## src/verilog/spr_pkg.sv

```systemverilog
package spr_pkg;

  // ==========================================================
  // Register byte offsets
  localparam logic [5:0] OFF_MAIN_CONTROL = 6'h00;
  localparam logic [5:0] OFF_FRAME_CONTROL = 6'h04;
  localparam logic [5:0] OFF_BIT_RATE = 6'h0C;
  localparam logic [5:0] OFF_IRQ_ENABLE_CLEAR = 6'h14;
  localparam logic [5:0] OFF_IRQ_ENABLE_SET = 6'h16;
  localparam logic [5:0] OFF_IRQ_FLAGS = 6'h18;
  localparam logic [5:0] OFF_LINK_STATUS = 6'h1A;
  localparam logic [5:0] OFF_SYNC_PENDING = 6'h1C;
  localparam logic [5:0] OFF_MATCH_ADDRESS = 6'h24;
  localparam logic [5:0] OFF_SHIFT_DATA = 6'h28;
  localparam logic [5:0] OFF_DEBUG_HALT = 6'h30;

  // ==========================================================
  // Implemented-bit masks, reserved bits read as zero
  localparam logic [31:0] MC_MASK = 32'h7F33_019F;
  localparam logic [31:0] FC_MASK = 32'h0002_E247;
  localparam logic [31:0] MATCH_MASK = 32'h00FF_00FF;
  localparam logic [7:0] IRQ_MASK = 8'h8F;
  localparam logic [15:0] STATUS_MASK = 16'h0004;

  // ==========================================================
  // Field positions
  localparam int MC_SOFT_RESET_BIT = 0;
  localparam int MC_ENABLE_BIT = 1;
  localparam int MC_MODE_LSB = 2;
  localparam int MC_BIT_ORDER_BIT = 30;
  localparam int FC_RECEIVER_EN_BIT = 17;
  localparam int STATUS_OVERFLOW_BIT = 2;

  // Sync-pending bit positions
  localparam int SB_SOFT_RESET = 0;
  localparam int SB_ENABLE = 1;
  localparam int SB_FRAME = 2;
  localparam int SB_COUNT = 3;

  // Operating modes of the serial interface
  localparam logic [2:0] MODE_SPI_SLAVE = 3'h2;
  localparam logic [2:0] MODE_SPI_MASTER = 3'h3;

  // Core-domain crossing latency in clock cycles
  localparam int SYNC_CYCLES = 3;

  // ==========================================================
  // Reset values
  localparam logic [31:0] MC_RESET = 32'h0000_0000;
  localparam logic [31:0] FC_RESET = 32'h0000_0000;
  localparam logic [7:0] BIT_RATE_RESET = 8'h00;
  localparam logic [7:0] IRQ_ENABLE_RESET = 8'h00;
  localparam logic [7:0] IRQ_FLAGS_RESET = 8'h00;
  localparam logic [15:0] STATUS_RESET = 16'h0000;
  localparam logic [31:0] MATCH_RESET = 32'h0000_0000;
  localparam logic [8:0] DATA_RESET = 9'h000;
  localparam logic DEBUG_RESET = 1'b0;

  // ==========================================================
  // State of the register bank
  typedef struct packed {
    logic [31:0] ctrl;
    logic [31:0] frame;
    logic [7:0] baud;
    logic [7:0] irq_en;
    logic [7:0] flags;
    logic [15:0] status;
    logic [31:0] match;
    logic [8:0] tx_data;
    logic tx_load;
    logic dbg;
    logic core_en;
    logic core_receiver_en;
    logic [31:0] rdata;
  } spr_regs_type;

  localparam spr_regs_type SPR_REGS_RESET = '{
    ctrl: MC_RESET, frame: FC_RESET, baud: BIT_RATE_RESET,
    irq_en: IRQ_ENABLE_RESET, flags: IRQ_FLAGS_RESET,
    status: STATUS_RESET, match: MATCH_RESET, tx_data: DATA_RESET,
    tx_load: 1'b0, dbg: DEBUG_RESET, core_en: 1'b0, core_receiver_en: 1'b0,
    rdata: 32'h0000_0000};

  // ==========================================================
  // Word hit on a byte offset
  function automatic logic spr_hit(input logic [5:0] addr,
                                   input logic [5:0] off);
    return addr[5:2] == off[5:2];
  endfunction

  // Byte-lane merge of a write into a register
  function automatic logic [31:0] spr_merge(input logic [31:0] old,
                                            input logic [31:0] wd,
                                            input logic [3:0] strb,
                                            input logic [31:0] mask);
    logic [31:0] res;
    res = old;
    for (int i = 0; i < 4; i++) begin
      if (strb[i]) begin
        res[8*i +: 8] = wd[8*i +: 8];
      end
    end
    return res & mask;
  endfunction

endpackage

```

## src/verilog/spr_sync_stage.sv

```systemverilog
`timescale 1ns/1ns
// ============================================================
// Crossing stage: busy for DEPTH cycles, done pulse at the end
module spr_sync_stage import spr_pkg::*; #(
  parameter int DEPTH = SYNC_CYCLES
) (
  // Clock and reset
  input wire logic clk_i,
  input wire logic rst_i,
  // Operation
  input wire logic start_i,
  output logic busy_o,
  output logic done_o
);

  typedef struct packed {
    logic [3:0] cnt;
  } spr_sync_type;

  spr_sync_type s_ff;
  spr_sync_type nxt_s;

  // Countdown of the crossing
  always_comb begin
    nxt_s = s_ff;
    if (start_i) begin
      nxt_s.cnt = 4'(DEPTH);
    end else if (s_ff.cnt != 4'h0) begin
      nxt_s.cnt = s_ff.cnt - 4'h1;
    end
  end

  // State register
  always_ff @(posedge clk_i) begin
    if (rst_i) begin
      s_ff <= '0;
    end else begin
      s_ff <= nxt_s;
    end
  end

  // Status outputs
  assign busy_o = s_ff.cnt != 4'h0;
  assign done_o = s_ff.cnt == 4'h1;

endmodule

```

## src/verilog/spr_regmap.sv

```systemverilog
`timescale 1ns/1ns
module spr_regmap import spr_pkg::*; (
  // Clock and reset
  input wire logic clk_i,
  input wire logic rst_i,
  // Peripheral bus
  input wire logic psel_i,
  input wire logic penable_i,
  input wire logic pwrite_i,
  input wire logic [5:0] paddr_i,
  input wire logic [31:0] pwdata_i,
  input wire logic [3:0] pstrb_i,
  output logic [31:0] prdata_o,
  output logic pready_o,
  output logic pslverr_o,
  // Access protection unit
  input wire logic protect_i,
  // Events from the shifter
  input wire logic [7:0] flag_set_i,
  input wire logic overflow_set_i,
  input wire logic [8:0] rx_data_i,
  // Configuration towards the shifter
  output logic [31:0] ctrl_o,
  output logic [31:0] frame_o,
  output logic [7:0] baud_o,
  output logic [31:0] match_o,
  output logic [7:0] irq_enable_o,
  output logic bit_order_o,
  output logic spi_mode_o,
  output logic halt_in_debug_o,
  output logic core_enable_o,
  output logic core_rx_enable_o,
  output logic [8:0] tx_data_o,
  output logic tx_load_o
);

  spr_regs_type r_ff;
  spr_regs_type nxt_regs;
  logic [SB_COUNT-1:0] sync_busy;
  logic [SB_COUNT-1:0] sync_done;
  logic [SB_COUNT-1:0] sync_start;
  logic acc_wr;
  logic rd_setup;
  logic bus_err;
  logic wr_ok;
  logic prot;
  logic [31:0] read_word;
  logic [31:0] new_ctrl;
  logic [31:0] new_frame;
  logic [7:0] flag_clr;
  logic [15:0] status_clr;
  logic hit_mc;
  logic hit_fc;

  // ==========================================================
  // Bus decode
  assign acc_wr = psel_i & penable_i & pwrite_i;
  assign rd_setup = psel_i & ~penable_i & ~pwrite_i;
  assign hit_mc = spr_hit(paddr_i, OFF_MAIN_CONTROL);
  assign hit_fc = spr_hit(paddr_i, OFF_FRAME_CONTROL);

  // ==========================================================
  // Crossing stages: soft reset, enable, frame control
  for (genvar g = 0; g < SB_COUNT; g++) begin : g_sync
    spr_sync_stage #(.DEPTH(SYNC_CYCLES)) u_stage (
      .clk_i(clk_i),
      .rst_i(rst_i),
      .start_i(sync_start[g]),
      .busy_o(sync_busy[g]),
      .done_o(sync_done[g])
    );
  end

  // ==========================================================
  // Read multiplexer
  always_comb begin
    read_word = 32'h0000_0000;
    if (spr_hit(paddr_i, OFF_MAIN_CONTROL)) begin
      read_word = r_ff.ctrl & MC_MASK;
    end else if (spr_hit(paddr_i, OFF_FRAME_CONTROL)) begin
      read_word = r_ff.frame & FC_MASK;
    end else if (spr_hit(paddr_i, OFF_BIT_RATE)) begin
      read_word = {24'h00_0000, r_ff.baud};
    end else if (spr_hit(paddr_i, OFF_IRQ_ENABLE_CLEAR)) begin
      read_word = {8'h00, r_ff.irq_en, 8'h00, r_ff.irq_en};
    end else if (spr_hit(paddr_i, OFF_IRQ_FLAGS)) begin
      read_word = {r_ff.status, 8'h00, r_ff.flags};
    end else if (spr_hit(paddr_i, OFF_SYNC_PENDING)) begin
      read_word = {29'h0000_0000, sync_busy};
    end else if (spr_hit(paddr_i, OFF_MATCH_ADDRESS)) begin
      read_word = r_ff.match;
    end else if (spr_hit(paddr_i, OFF_SHIFT_DATA)) begin
      read_word = {23'h00_0000, rx_data_i};
    end else if (spr_hit(paddr_i, OFF_DEBUG_HALT)) begin
      read_word = {31'h0000_0000, r_ff.dbg};
    end
  end

  // ==========================================================
  // Next-state logic
  always_comb begin
    nxt_regs = r_ff;
    nxt_regs.tx_load = 1'b0;
    sync_start = '0;
    flag_clr = 8'h00;
    status_clr = 16'h0000;
    if (rd_setup) begin
      nxt_regs.rdata = read_word;
    end
    // repeat while pending is an error
    bus_err = acc_wr & (sync_busy[SB_SOFT_RESET] |
              (hit_mc & sync_busy[SB_ENABLE]) |
              (hit_fc & sync_busy[SB_FRAME]));
    wr_ok = acc_wr & ~bus_err;
    prot = protect_i & (hit_mc | hit_fc |
           spr_hit(paddr_i, OFF_BIT_RATE) |
           spr_hit(paddr_i, OFF_IRQ_ENABLE_CLEAR) |
           spr_hit(paddr_i, OFF_MATCH_ADDRESS) |
           spr_hit(paddr_i, OFF_DEBUG_HALT));
    new_ctrl = spr_merge(r_ff.ctrl, pwdata_i, pstrb_i, MC_MASK);
    new_frame = spr_merge(r_ff.frame, pwdata_i, pstrb_i, FC_MASK);
    // enabled: only enable, receiver enable and soft reset move
    if (r_ff.ctrl[MC_ENABLE_BIT]) begin
      new_ctrl = r_ff.ctrl;
      if (pstrb_i[0]) begin
        new_ctrl[MC_ENABLE_BIT] = pwdata_i[MC_ENABLE_BIT];
      end
      new_frame = r_ff.frame;
      if (pstrb_i[2]) begin
        new_frame[FC_RECEIVER_EN_BIT] = pwdata_i[FC_RECEIVER_EN_BIT];
      end
    end
    if (wr_ok && !prot) begin
      if (hit_mc) begin
        if (pstrb_i[0] && pwdata_i[MC_SOFT_RESET_BIT]) begin
          // soft reset wins over the rest
          nxt_regs = SPR_REGS_RESET;
          nxt_regs.dbg = r_ff.dbg;
          nxt_regs.core_en = r_ff.core_en;
          nxt_regs.core_receiver_en = r_ff.core_receiver_en;
          nxt_regs.ctrl[MC_SOFT_RESET_BIT] = 1'b1;
          sync_start[SB_SOFT_RESET] = 1'b1;
        end else begin
          nxt_regs.ctrl = new_ctrl;
          sync_start[SB_ENABLE] = new_ctrl[MC_ENABLE_BIT] !=
                                  r_ff.ctrl[MC_ENABLE_BIT];
        end
      end else if (hit_fc) begin
        nxt_regs.frame = new_frame;
        sync_start[SB_FRAME] = new_frame[FC_RECEIVER_EN_BIT] !=
                               r_ff.frame[FC_RECEIVER_EN_BIT];
      end else if (spr_hit(paddr_i, OFF_BIT_RATE)) begin
        if (pstrb_i[0]) begin
          nxt_regs.baud = pwdata_i[7:0];
        end
      end else if (spr_hit(paddr_i, OFF_IRQ_ENABLE_CLEAR)) begin
        // one clears on low lane, one sets on high lane
        if (pstrb_i[0]) begin
          nxt_regs.irq_en = nxt_regs.irq_en & ~pwdata_i[7:0];
        end
        if (pstrb_i[2]) begin
          nxt_regs.irq_en = (nxt_regs.irq_en | pwdata_i[23:16]) &
                            IRQ_MASK;
        end
      end else if (spr_hit(paddr_i, OFF_MATCH_ADDRESS)) begin
        nxt_regs.match = spr_merge(r_ff.match, pwdata_i, pstrb_i,
                                   MATCH_MASK);
      end else if (spr_hit(paddr_i, OFF_DEBUG_HALT)) begin
        if (pstrb_i[0]) begin
          nxt_regs.dbg = pwdata_i[0];
        end
      end
    end
    // Unprotected registers: flags, status, data
    if (wr_ok && spr_hit(paddr_i, OFF_IRQ_FLAGS)) begin
      flag_clr = pstrb_i[0] ? pwdata_i[7:0] : 8'h00;
      status_clr = {pstrb_i[3] ? pwdata_i[31:24] : 8'h00,
                    pstrb_i[2] ? pwdata_i[23:16] : 8'h00};
    end
    if (wr_ok && spr_hit(paddr_i, OFF_SHIFT_DATA) &&
        !sync_start[SB_SOFT_RESET]) begin
      nxt_regs.tx_data = 9'(spr_merge({23'h00_0000, r_ff.tx_data},
                                      pwdata_i, pstrb_i,
                                      32'h0000_01FF));
      nxt_regs.tx_load = 1'b1;
    end
    // Sticky events: set wins over clear
    nxt_regs.flags = ((nxt_regs.flags & ~flag_clr) | flag_set_i) &
                     IRQ_MASK;
    nxt_regs.status = (nxt_regs.status & ~status_clr) & STATUS_MASK;
    if (overflow_set_i) begin
      nxt_regs.status[STATUS_OVERFLOW_BIT] = 1'b1;
    end
    // core copies update at end of crossing
    if (sync_done[SB_ENABLE]) begin
      nxt_regs.core_en = r_ff.ctrl[MC_ENABLE_BIT];
    end
    if (sync_done[SB_FRAME]) begin
      nxt_regs.core_receiver_en = r_ff.frame[FC_RECEIVER_EN_BIT];
    end
    // soft reset completes, core side disabled
    if (sync_done[SB_SOFT_RESET]) begin
      nxt_regs.ctrl[MC_SOFT_RESET_BIT] = 1'b0;
      nxt_regs.core_en = 1'b0;
      nxt_regs.core_receiver_en = 1'b0;
    end
  end

  // ==========================================================
  // State register
  always_ff @(posedge clk_i) begin
    if (rst_i) begin
      r_ff <= SPR_REGS_RESET;
    end else begin
      r_ff <= nxt_regs;
    end
  end

  // ==========================================================
  // Outputs
  assign prdata_o = r_ff.rdata;
  assign pready_o = 1'b1;
  assign pslverr_o = bus_err;
  assign ctrl_o = r_ff.ctrl;
  assign frame_o = r_ff.frame;
  assign baud_o = r_ff.baud;
  assign match_o = r_ff.match;
  assign irq_enable_o = r_ff.irq_en;
  assign bit_order_o = r_ff.ctrl[MC_BIT_ORDER_BIT];
  // valid only for slave or master code
  assign spi_mode_o = (r_ff.ctrl[MC_MODE_LSB +: 3] == MODE_SPI_SLAVE) |
                      (r_ff.ctrl[MC_MODE_LSB +: 3] == MODE_SPI_MASTER);
  assign halt_in_debug_o = r_ff.dbg;
  assign core_enable_o = r_ff.core_en;
  assign core_rx_enable_o = r_ff.core_receiver_en;
  assign tx_data_o = r_ff.tx_data;
  assign tx_load_o = r_ff.tx_load;
endmodule

```

## config.mk

```make
export PLATFORM = sky130hd
export DESIGN_NAME = spr_regmap
export DESIGN_NICKNAME = d
export VERILOG_FILES = /design/src/verilog/spr_pkg.sv /design/src/verilog/spr_sync_stage.sv /design/src/verilog/spr_regmap.sv
export SDC_FILE = /design/constraint.sdc
export NUM_CORES = 1
export LEC_CHECK = 0
export BUFFER_PORTS_ARGS = -buffer_cell sky130_fd_sc_hd__buf_2
export CORE_MARGIN = 3
export CORE_UTILIZATION = 52
export CTS_CLUSTER_SIZE = 8
export DETAILED_ROUTE_END_ITERATION = 6
export GPL_TIMING_DRIVEN = 0
export PLACE_DENSITY = 0.91
export REMOVE_ABC_BUFFERS = 1
export SLEW_MARGIN = 20
export SYNTH_ARGS = -nofsm -noshare
export SYNTH_HDL_FRONTEND = slang
export SYNTH_SLANG_ARGS = --single-unit
```

## constraint.sdc

```tcl
create_clock -name clk_i -period 3.1 [get_ports clk_i]
set_input_delay 0.155 -clock clk_i [delete_from_list [all_inputs] [get_ports clk_i]]
set_output_delay 0.155 -clock clk_i [all_outputs]
set_load 0.1 [all_outputs]
```

==> results of run 1 <==
-- cells in the final DEF, fill, tap and decap left out, types with 7 or more instances in the layout --
cell / synthesis / layout
a32o_1: 8 / 8
a22o_1: 8 / 8
buf_2: 9 / 163
nand2_1: 61 / 61
mux2i_1: 14 / 14
conb_1: 2 / 54
and3_1: 8 / 8
dlygate4sd3_1: 0 / 21
nor3_1: 13 / 12
o21ai_0: 46 / 46
clkbuf_16: 0 / 17
a22oi_1: 22 / 22
dfxtp_1: 122 / 122
nand4_1: 18 / 18
inv_1: 16 / 16
buf_4: 157 / 7
a21oi_1: 76 / 76
nor2b_1: 8 / 8
nor2_1: 53 / 53
nand3_1: 34 / 34
-- cells in the mapped netlist, drive strengths merged, types with 15 or more instances --
master / n
a21oi: 77
a22oi: 22
buf: 170
clkbuf: 36
dfxtp: 122
inv: 17
nand2: 61
nand3: 36
nand4: 19
nor2: 57
nor3: 15
o21ai: 47
-- routing by layer --
metal	global-route usage (%)	wire length, um
met4	11.8	708
met3	7.43	2390
met5	0	0
met2	43.4	9730
met1	33.6	7810
-- layout make-up --
class | instances | share of cell area (%)
Tap cell | 172 | 2.75
Clock buffer | 20 | 5.84
Timing Repair Buffer | 194 | 14.5
Inverter | 17 | 0.815
Multi-Input combinational cell | 546 | 42.1
Antenna cell | 1 | 0.0320
Clock inverter | 12 | 2.80
Sequential cell | 122 | 31.2
-- how the worst max path moves through the flow --
stage	start	cells past startpoint	slack, ns	to
5_1_grt	paddr_i[3]	8	0.11	prdata_o[16]
3_3_place_gp	paddr_i[3]	6	-1.07	prdata_o[3]
2_1_floorplan	g_sync[1].u_stage.s_ff[0]	7	0.15	r_ff[100]
3_5_place_dp	paddr_i[3]	8	-0.14	r_ff[96]
6_report	paddr_i[3]	8	0.20	r_ff[96]
4_1_cts	g_sync[0].u_stage.s_ff[1]	9	0.28	r_ff[96]
-- power by group through the flow --
| stage | sequential [mW] | clock (mW) | combinational [mW] |
|---|---|---|---|
| 4_1_cts | 1.71 | 2.28 | 1.11 |
| 6_report | 1.72 | 2.25 | 1.13 |
| 5_1_grt | 1.73 | 2.35 | 1.21 |
| 3_3_place_gp | 1.74 | 0 | 1.04 |
| 2_1_floorplan | 1.78 | 0 | 0.790 |
| 3_5_place_dp | 1.74 | 0 | 1.07 |
-- timing repair --
| item | 4_1_cts | 5_1_grt |
|---|---|---|
| resized for setup | 0 | 0 |
| endpoints found under the setup margin | 20 | 0 |
| setup buffers | 5 | 0 |
| hold endpoints to repair | 22 | 0 |
| hold buffers | 21 | 0 |
-- state kept, by name, summed over array words and instances (netlist names) --
signal,count
prdata_o,32
ctrl_o,18
match_o,16
g_sync.u_stage.s_ff,12
frame_o,9
tx_data_o,9
baud_o,8
irq_enable_o,8
r_ff,6
core_enable_o,1
core_rx_enable_o,1
halt_in_debug_o,1
tx_load_o,1
-- critical path: cells and delay by family --
family / cells / cell delay, ns
buffers and inverters: 3 / 0.67
AND/OR/NAND/NOR: 3 / 1.79
AO/OA/AOI/OAI: 2 / 0.56
-- kinds of logic (layout without fill, tap and decap cells) --
| family | after synthesis | after routing | synth area share, % |
|---|---|---|---|
| and+or+nand+nor | 243 | 243 | 18.4 |
| AOI/OAI and AO/OA | 224 | 224 | 21.8 |
| buffers and inverters | 223 | 243 | 20.9 |
| DFF | 122 | 122 | 35.1 |
| muxes | 14 | 14 | 2.01 |
| adders and majority gates | 6 | 6 | 1.08 |
| xor gates and xnor gates | 5 | 5 | 0.629 |
| other | 2 | 55 | 0.108 |
==> results.toml, run 1 <==
[power_and_ir_drop]
power_mw = 5.10
switching_share_pct = 31.3
powerDensity_mw_per_mm2 = 652
p_seq_share_pct = 33.6
vdd_drop_max_v = 0.000339
cell_internal_pwr_mw = 3.51
netSwitchingPower_mw = 1.60
combPwrFrac_pct = 22.2
power_frac_clock_pct = 44.2
p_leak_nw = 3.35

[floorplanning]
coreArea_sq_mm = 0.0129
start_util_pct = 54.1
io_pins = 227
die_w_um = 122
die_height_um = 122
die-area_sq_mm = 0.0148
rows = 41

[sta]
hold_slack_ns = 0.0182
fmax_ghz = 0.345
fin_setup_tns_ns = 0
relSlewSlack_pct = 24.3
finalSetupViolCount = 0
period_share_pct = 93.4
period_minus_slack_ns = 2.90
setup_slack_ns = 0.204
hold_viol_final = 0
finClkSkew_ns = 0.00531
slew_viol_final = 0
rsz0062_at_grt = "false"
tightestPinTransition_ns = 1.13

[detailed_routing]
num_vias = 6483
drtAntennaViolNets = 0
remaining_drc_errors = 0
wl_per_cell_um = 19.0
routed_via_density = 5.98
first_pass_iters = 6
wl_mm = 20.6
drt_iter0_drc = 893

[placed_design]
hpwl_mm = 14.3
port_buffers = 163
place.gp.congestion = 0.989
place_ws_ns = -0.141
place_inst = 1025
place_area_sq_mm = 0.00690

[synth]
synthArstFlopShare_pct = 0
synth_area_sq_mm = 0.00696
synth-seq-cells = 122
synthDistinctLibCells = 73
synthTopCellsByArea = "dfxtp_1 35%, buf_4 17%, a21oi_1 5.5%"
synth_edf_count = 0
synth_top_area_share_pct = 35.1
synth_warnings = 0
avgSynthCellArea_sq_um = 8.30
synthCells = 839
synth_top_area_cell = "dfxtp_1"
yosysSeqAreaShare_pct = 35.1
ys.flop_type = "dfxtp_1"

[grt]
grt_usage_pct = 26.9
grt_pass1_wl_mm = 31.0
grt_pass1_vias = 5855
grt_max_degree = 56
grt-ovfl-total = 0
antenna_found_initial = 1

[worst_hold_path]
whs_endpoint = "ctrl_o[21]"
min_delay_path_depth = 2
hold_path_class = "input port to flip-flop"
worst_hold_startpoint = "pwdata_i[21]"

[setup_path]
crit_fanout = 30
crit_type = "input port to flip-flop"
cp-end-kind = "flip-flop"
worst_path_max_delay_cell = "or4_1"
timing.rr.end = "r_ff[96]"
r2r_slack_ns = 0.25
cp.arrival_ns = 3.20
worstPathRequired_ns = 3.41
crit_chain = "buf_2 > or4_1 > nor2_2 > nand4_2 > o21ai_4 > buf_8 > buf_16 > o2bb2ai_1"
worstSetupStartpointType = "input port"
cp_slowest_stage_delay_ns = 1.08
r2r_cells = 9
r2r-start = "g_sync[0].u_stage.s_ff[1]"

[final_layout]
instances_no_fill = 1084
drive_gt1_share_pct = 26.0
multi_input_area_sq_mm = 0.00329
fill_cells = 1094
nets = 970
fin_area_sq_mm = 0.00783
utilization_pct = 60.8
syn2layout_area_growth_pct = 12.4
seqCellArea_sq_mm = 0.00244

[job]
maxCapViolations = 0

[cts]
path_clk_slew_ns = 0.06
clockRootBuffer = "clkbuf_16"
clk_latency_ns = 0.42
cts_sinks = 122
cts_buffers = 17
cts_buffer_depth = 2
cts-htree-levels = 4
cts_tree = "yes"

[outcome]
status = "complete, no violations"
(Power assumes the default switching activity.)
==> run 2: changes to the inputs <==
--- a/config.mk
+++ b/config.mk
@@ -11,9 +11,10 @@
 export CTS_CLUSTER_SIZE = 8
 export DETAILED_ROUTE_END_ITERATION = 6
 export GPL_TIMING_DRIVEN = 0
-export PLACE_DENSITY = 0.91
+export PLACE_DENSITY = 0.9
 export REMOVE_ABC_BUFFERS = 1
 export SLEW_MARGIN = 20
 export SYNTH_ARGS = -nofsm -noshare
 export SYNTH_HDL_FRONTEND = slang
+export SYNTH_HIERARCHICAL = 1
 export SYNTH_SLANG_ARGS = --single-unit
==> results.toml, run 2 <==
[outcome]
status = "finished with violations"
violations = "DRC"

[cts]
path_clk_slew_ns = 0.06
clockRootBuffer = "clkbuf_16"
cts-htree-levels = 4
cts_sinks = 122
cts_buffers = 17
cts_tree = "yes"
cts_buffer_depth = 2
clk_latency_ns = 0.42

[setup_path]
crit_chain = "inv_1 > ha_1 > nor3b_4 > inv_1 > or4b_2 > a21boi_0 > o2111ai_1 > nand2_1 > a21oi_1"
cp.arrival_ns = 3.26
crit_family = "simple AND/OR/NAND/NOR gates"
crit_buf_inv = 2
cp-end-kind = "flip-flop"
worst_path_max_delay_cell = "or4b_2"
r2r-start = "g_sync[1].u_stage/s_ff[0]"
worstSetupStartpointType = "flip-flop"
worstPathRequired_ns = 3.39
startpoint = "g_sync[1].u_stage/s_ff[0]"
crit_fanout = 8
path_common_cell = "inv_1"
cp_slowest_stage_delay_ns = 0.62
crit_type = "flip-flop to flip-flop"

[detailed_routing]
first_pass_iters = 7
drt_iter0_drc = 888
drtAntennaViolNets = 0
num_vias = 6605
routed_via_density = 6.00
wl_per_cell_um = 19.6
remaining_drc_errors = 1
wl_mm = 21.6

[grt]
antenna_found_initial = 1
grt_pass1_wl_mm = 31.8
grt-ovfl-total = 0
grt_pass1_vias = 5957
grt_usage_pct = 27.5
grt_max_degree = 48

[sta]
fin_setup_tns_ns = 0
period_share_pct = 96.0
setup_slack_ns = 0.124
hold_viol_final = 0
rsz0062_at_grt = "true"
period_minus_slack_ns = 2.98
finalSetupViolCount = 0
slew_viol_final = 0
tightestPinTransition_ns = 1.03
relSlewSlack_pct = 30.5
fmax_ghz = 0.336
finClkSkew_ns = 0.00700

[floorplanning]
coreArea_sq_mm = 0.0129
io_pins = 227
start_util_pct = 54.6
die_height_um = 122
die-area_sq_mm = 0.0150
rows = 41
die_w_um = 122

[synth]
synth_area_sq_mm = 0.00706
synthMuxAreaShare_pct = 2.71
synth_top_area_share_pct = 34.6
synth_top_area_cell = "dfxtp_1"
synthArstFlopShare_pct = 0
netlist_top_cells_count = "158 x buf_4, 122 x dfxtp_1, 57 x a21oi_1, 57 x nand2_1, 54 x nor2_1"
synthDistinctLibCells = 63
synth_edf_count = 0
synthTopCellsByArea = "dfxtp_1 35%, buf_4 17%, a21oi_1 4.0%"
ys.flop_type = "dfxtp_1"
synth_top_family_by_area = "buffers and inverters"
synth_xor_area_share_pct = 0.993
yosysSeqAreaShare_pct = 34.6
synth-adder-area-share_pct = 1.60
synth-seq-cells = 122
synth-compound-area-share_pct = 18.5
yosys.cell_count.top_type = "buf_4"
synthCells = 860
synth-simple-area-share_pct = 20.7
avgSynthCellArea_sq_um = 8.21
synth_warnings = 6

[placed_design]
place_ws_ns = -0.859
place_inst = 1046
port_buffers = 163
hpwl_mm = 14.1
place.gp.congestion = 0.915

[power_and_ir_drop]
powerDensity_mw_per_mm2 = 642
p_leak_nw = 3.40
vdd_drop_max_v = 0.000378

[final_layout]
largest_reg_flops = 32
drive_gt1_share_pct = 25.0
nets = 991
instances_no_fill = 1101
layout_commonest_cell = "buf_2"
num_antenna_cells = 0
final_cell_mix = "163 x buf_2, 122 x dfxtp_1, 57 x nand2_1"
syn2layout_area_growth_pct = 12.2

[worst_hold_path]
worst_hold_startpoint = "pwdata_i[22]"
hold_path_class = "input port to flip-flop"

[job]
maxCapViolations = 0
## run 2: cell types whose count changed after synthesis, moves of 5 or more
cell,before,now
a32o_1,8,0
o21ai_0,46,23
o21ai_1,0,37
o22ai_1,0,8
inv_1,16,26
nor4_1,0,6
nand2b_1,5,12
nand3_1,34,16
nor3_1,13,22
nand3b_1,3,18
nor3b_1,6,15
a21oi_1,76,57
a311oi_1,0,5
## run 2: worst min-delay path, delay by kind of cell
| family | cells | cell delay [ns] |
|---|---|---|
| AOI/OAI and AO/OA | 1 | 0.06 |
| and+or+nand+nor | 1 | 0.06 |
| buffers and inverters | 1 | 0.10 |
## run 2: what timing repair did
item                       CTS  global route
hold buffers                15             0
gates cloned                 0             2
pin swaps                    1             1
setup endpoints to repair   99            40
gates resized for setup      8             6
hold endpoints to repair    16             0
setup buffers                2             4
## run 2: logic make-up (layout without fill, tap and decap cells)
| group | after synthesis | count (layout) |
|---|---|---|
| XOR/XNOR | 8 | 8 |
| AND/OR/NAND/NOR | 266 | 267 |
| adder cells (fa/ha/maj) | 9 | 9 |
| AO/OA/AOI/OAI | 203 | 204 |
| buffers and inverters | 231 | 246 |
| flip-flops | 122 | 122 |
| other | 2 | 54 |
| multiplexers | 19 | 19 |
## run 2: stage by stage
stage | utilization [%] | power [mW] | hold slack [ns] | area [sq um]
after floorplan | - | 2.67 | 0.224 | 5880
after global placement | 53.5 | 2.90 | 0.400 | 6910
after detailed placement | 54.1 | 2.94 | 0.406 | 6990
after CTS | 60.6 | 5.04 | 0.00487 | 7830
after global routing | 61.2 | 5.26 | 0.00527 | 7920
final | 61.2 | 5.08 | 0.0135 | 7920
## run 2: report_power, final
group	internal [mW]	switching (mW)
Sequential	1.65	0.0805
Clock	1.31	0.751
Combinational	0.385	0.901
## run 2: layout make-up
cell class | instances | area [sq um]
Inverter | 26 | 97.6
Tap cell | 172 | 215
Multi-Input combinational cell | 561 | 3470
Fill cell | 1102 | 5010
Timing Repair Buffer | 188 | 1070
Clock inverter | 13 | 168
Sequential cell | 122 | 2440
Clock buffer | 19 | 453
## run 2: final timing paths
| kind | end | slack (ns) | cells after the start |
|---|---|---|---|
| max | baud_o[6] | 0.12 | 9 |
| min reg2reg | baud_o[0] | 0.47 | 2 |
| min | match_o[22] | 0.01 | 3 |
| max reg2reg | baud_o[6] | 0.12 | 9 |
## run 2: per-layer routing
| metal | wire length [um] | track usage (%) | up-vias |
|---|---|---|---|
| li1 | - | - | 2949 |
| met1 | 8090 | 34.4 | 3027 |
| met2 | 10000 | 43.8 | 533 |
| met3 | 2710 | 7.65 | 94 |
| met4 | 780 | 12.9 | 2 |
| met5 | 18 | 0 | - |
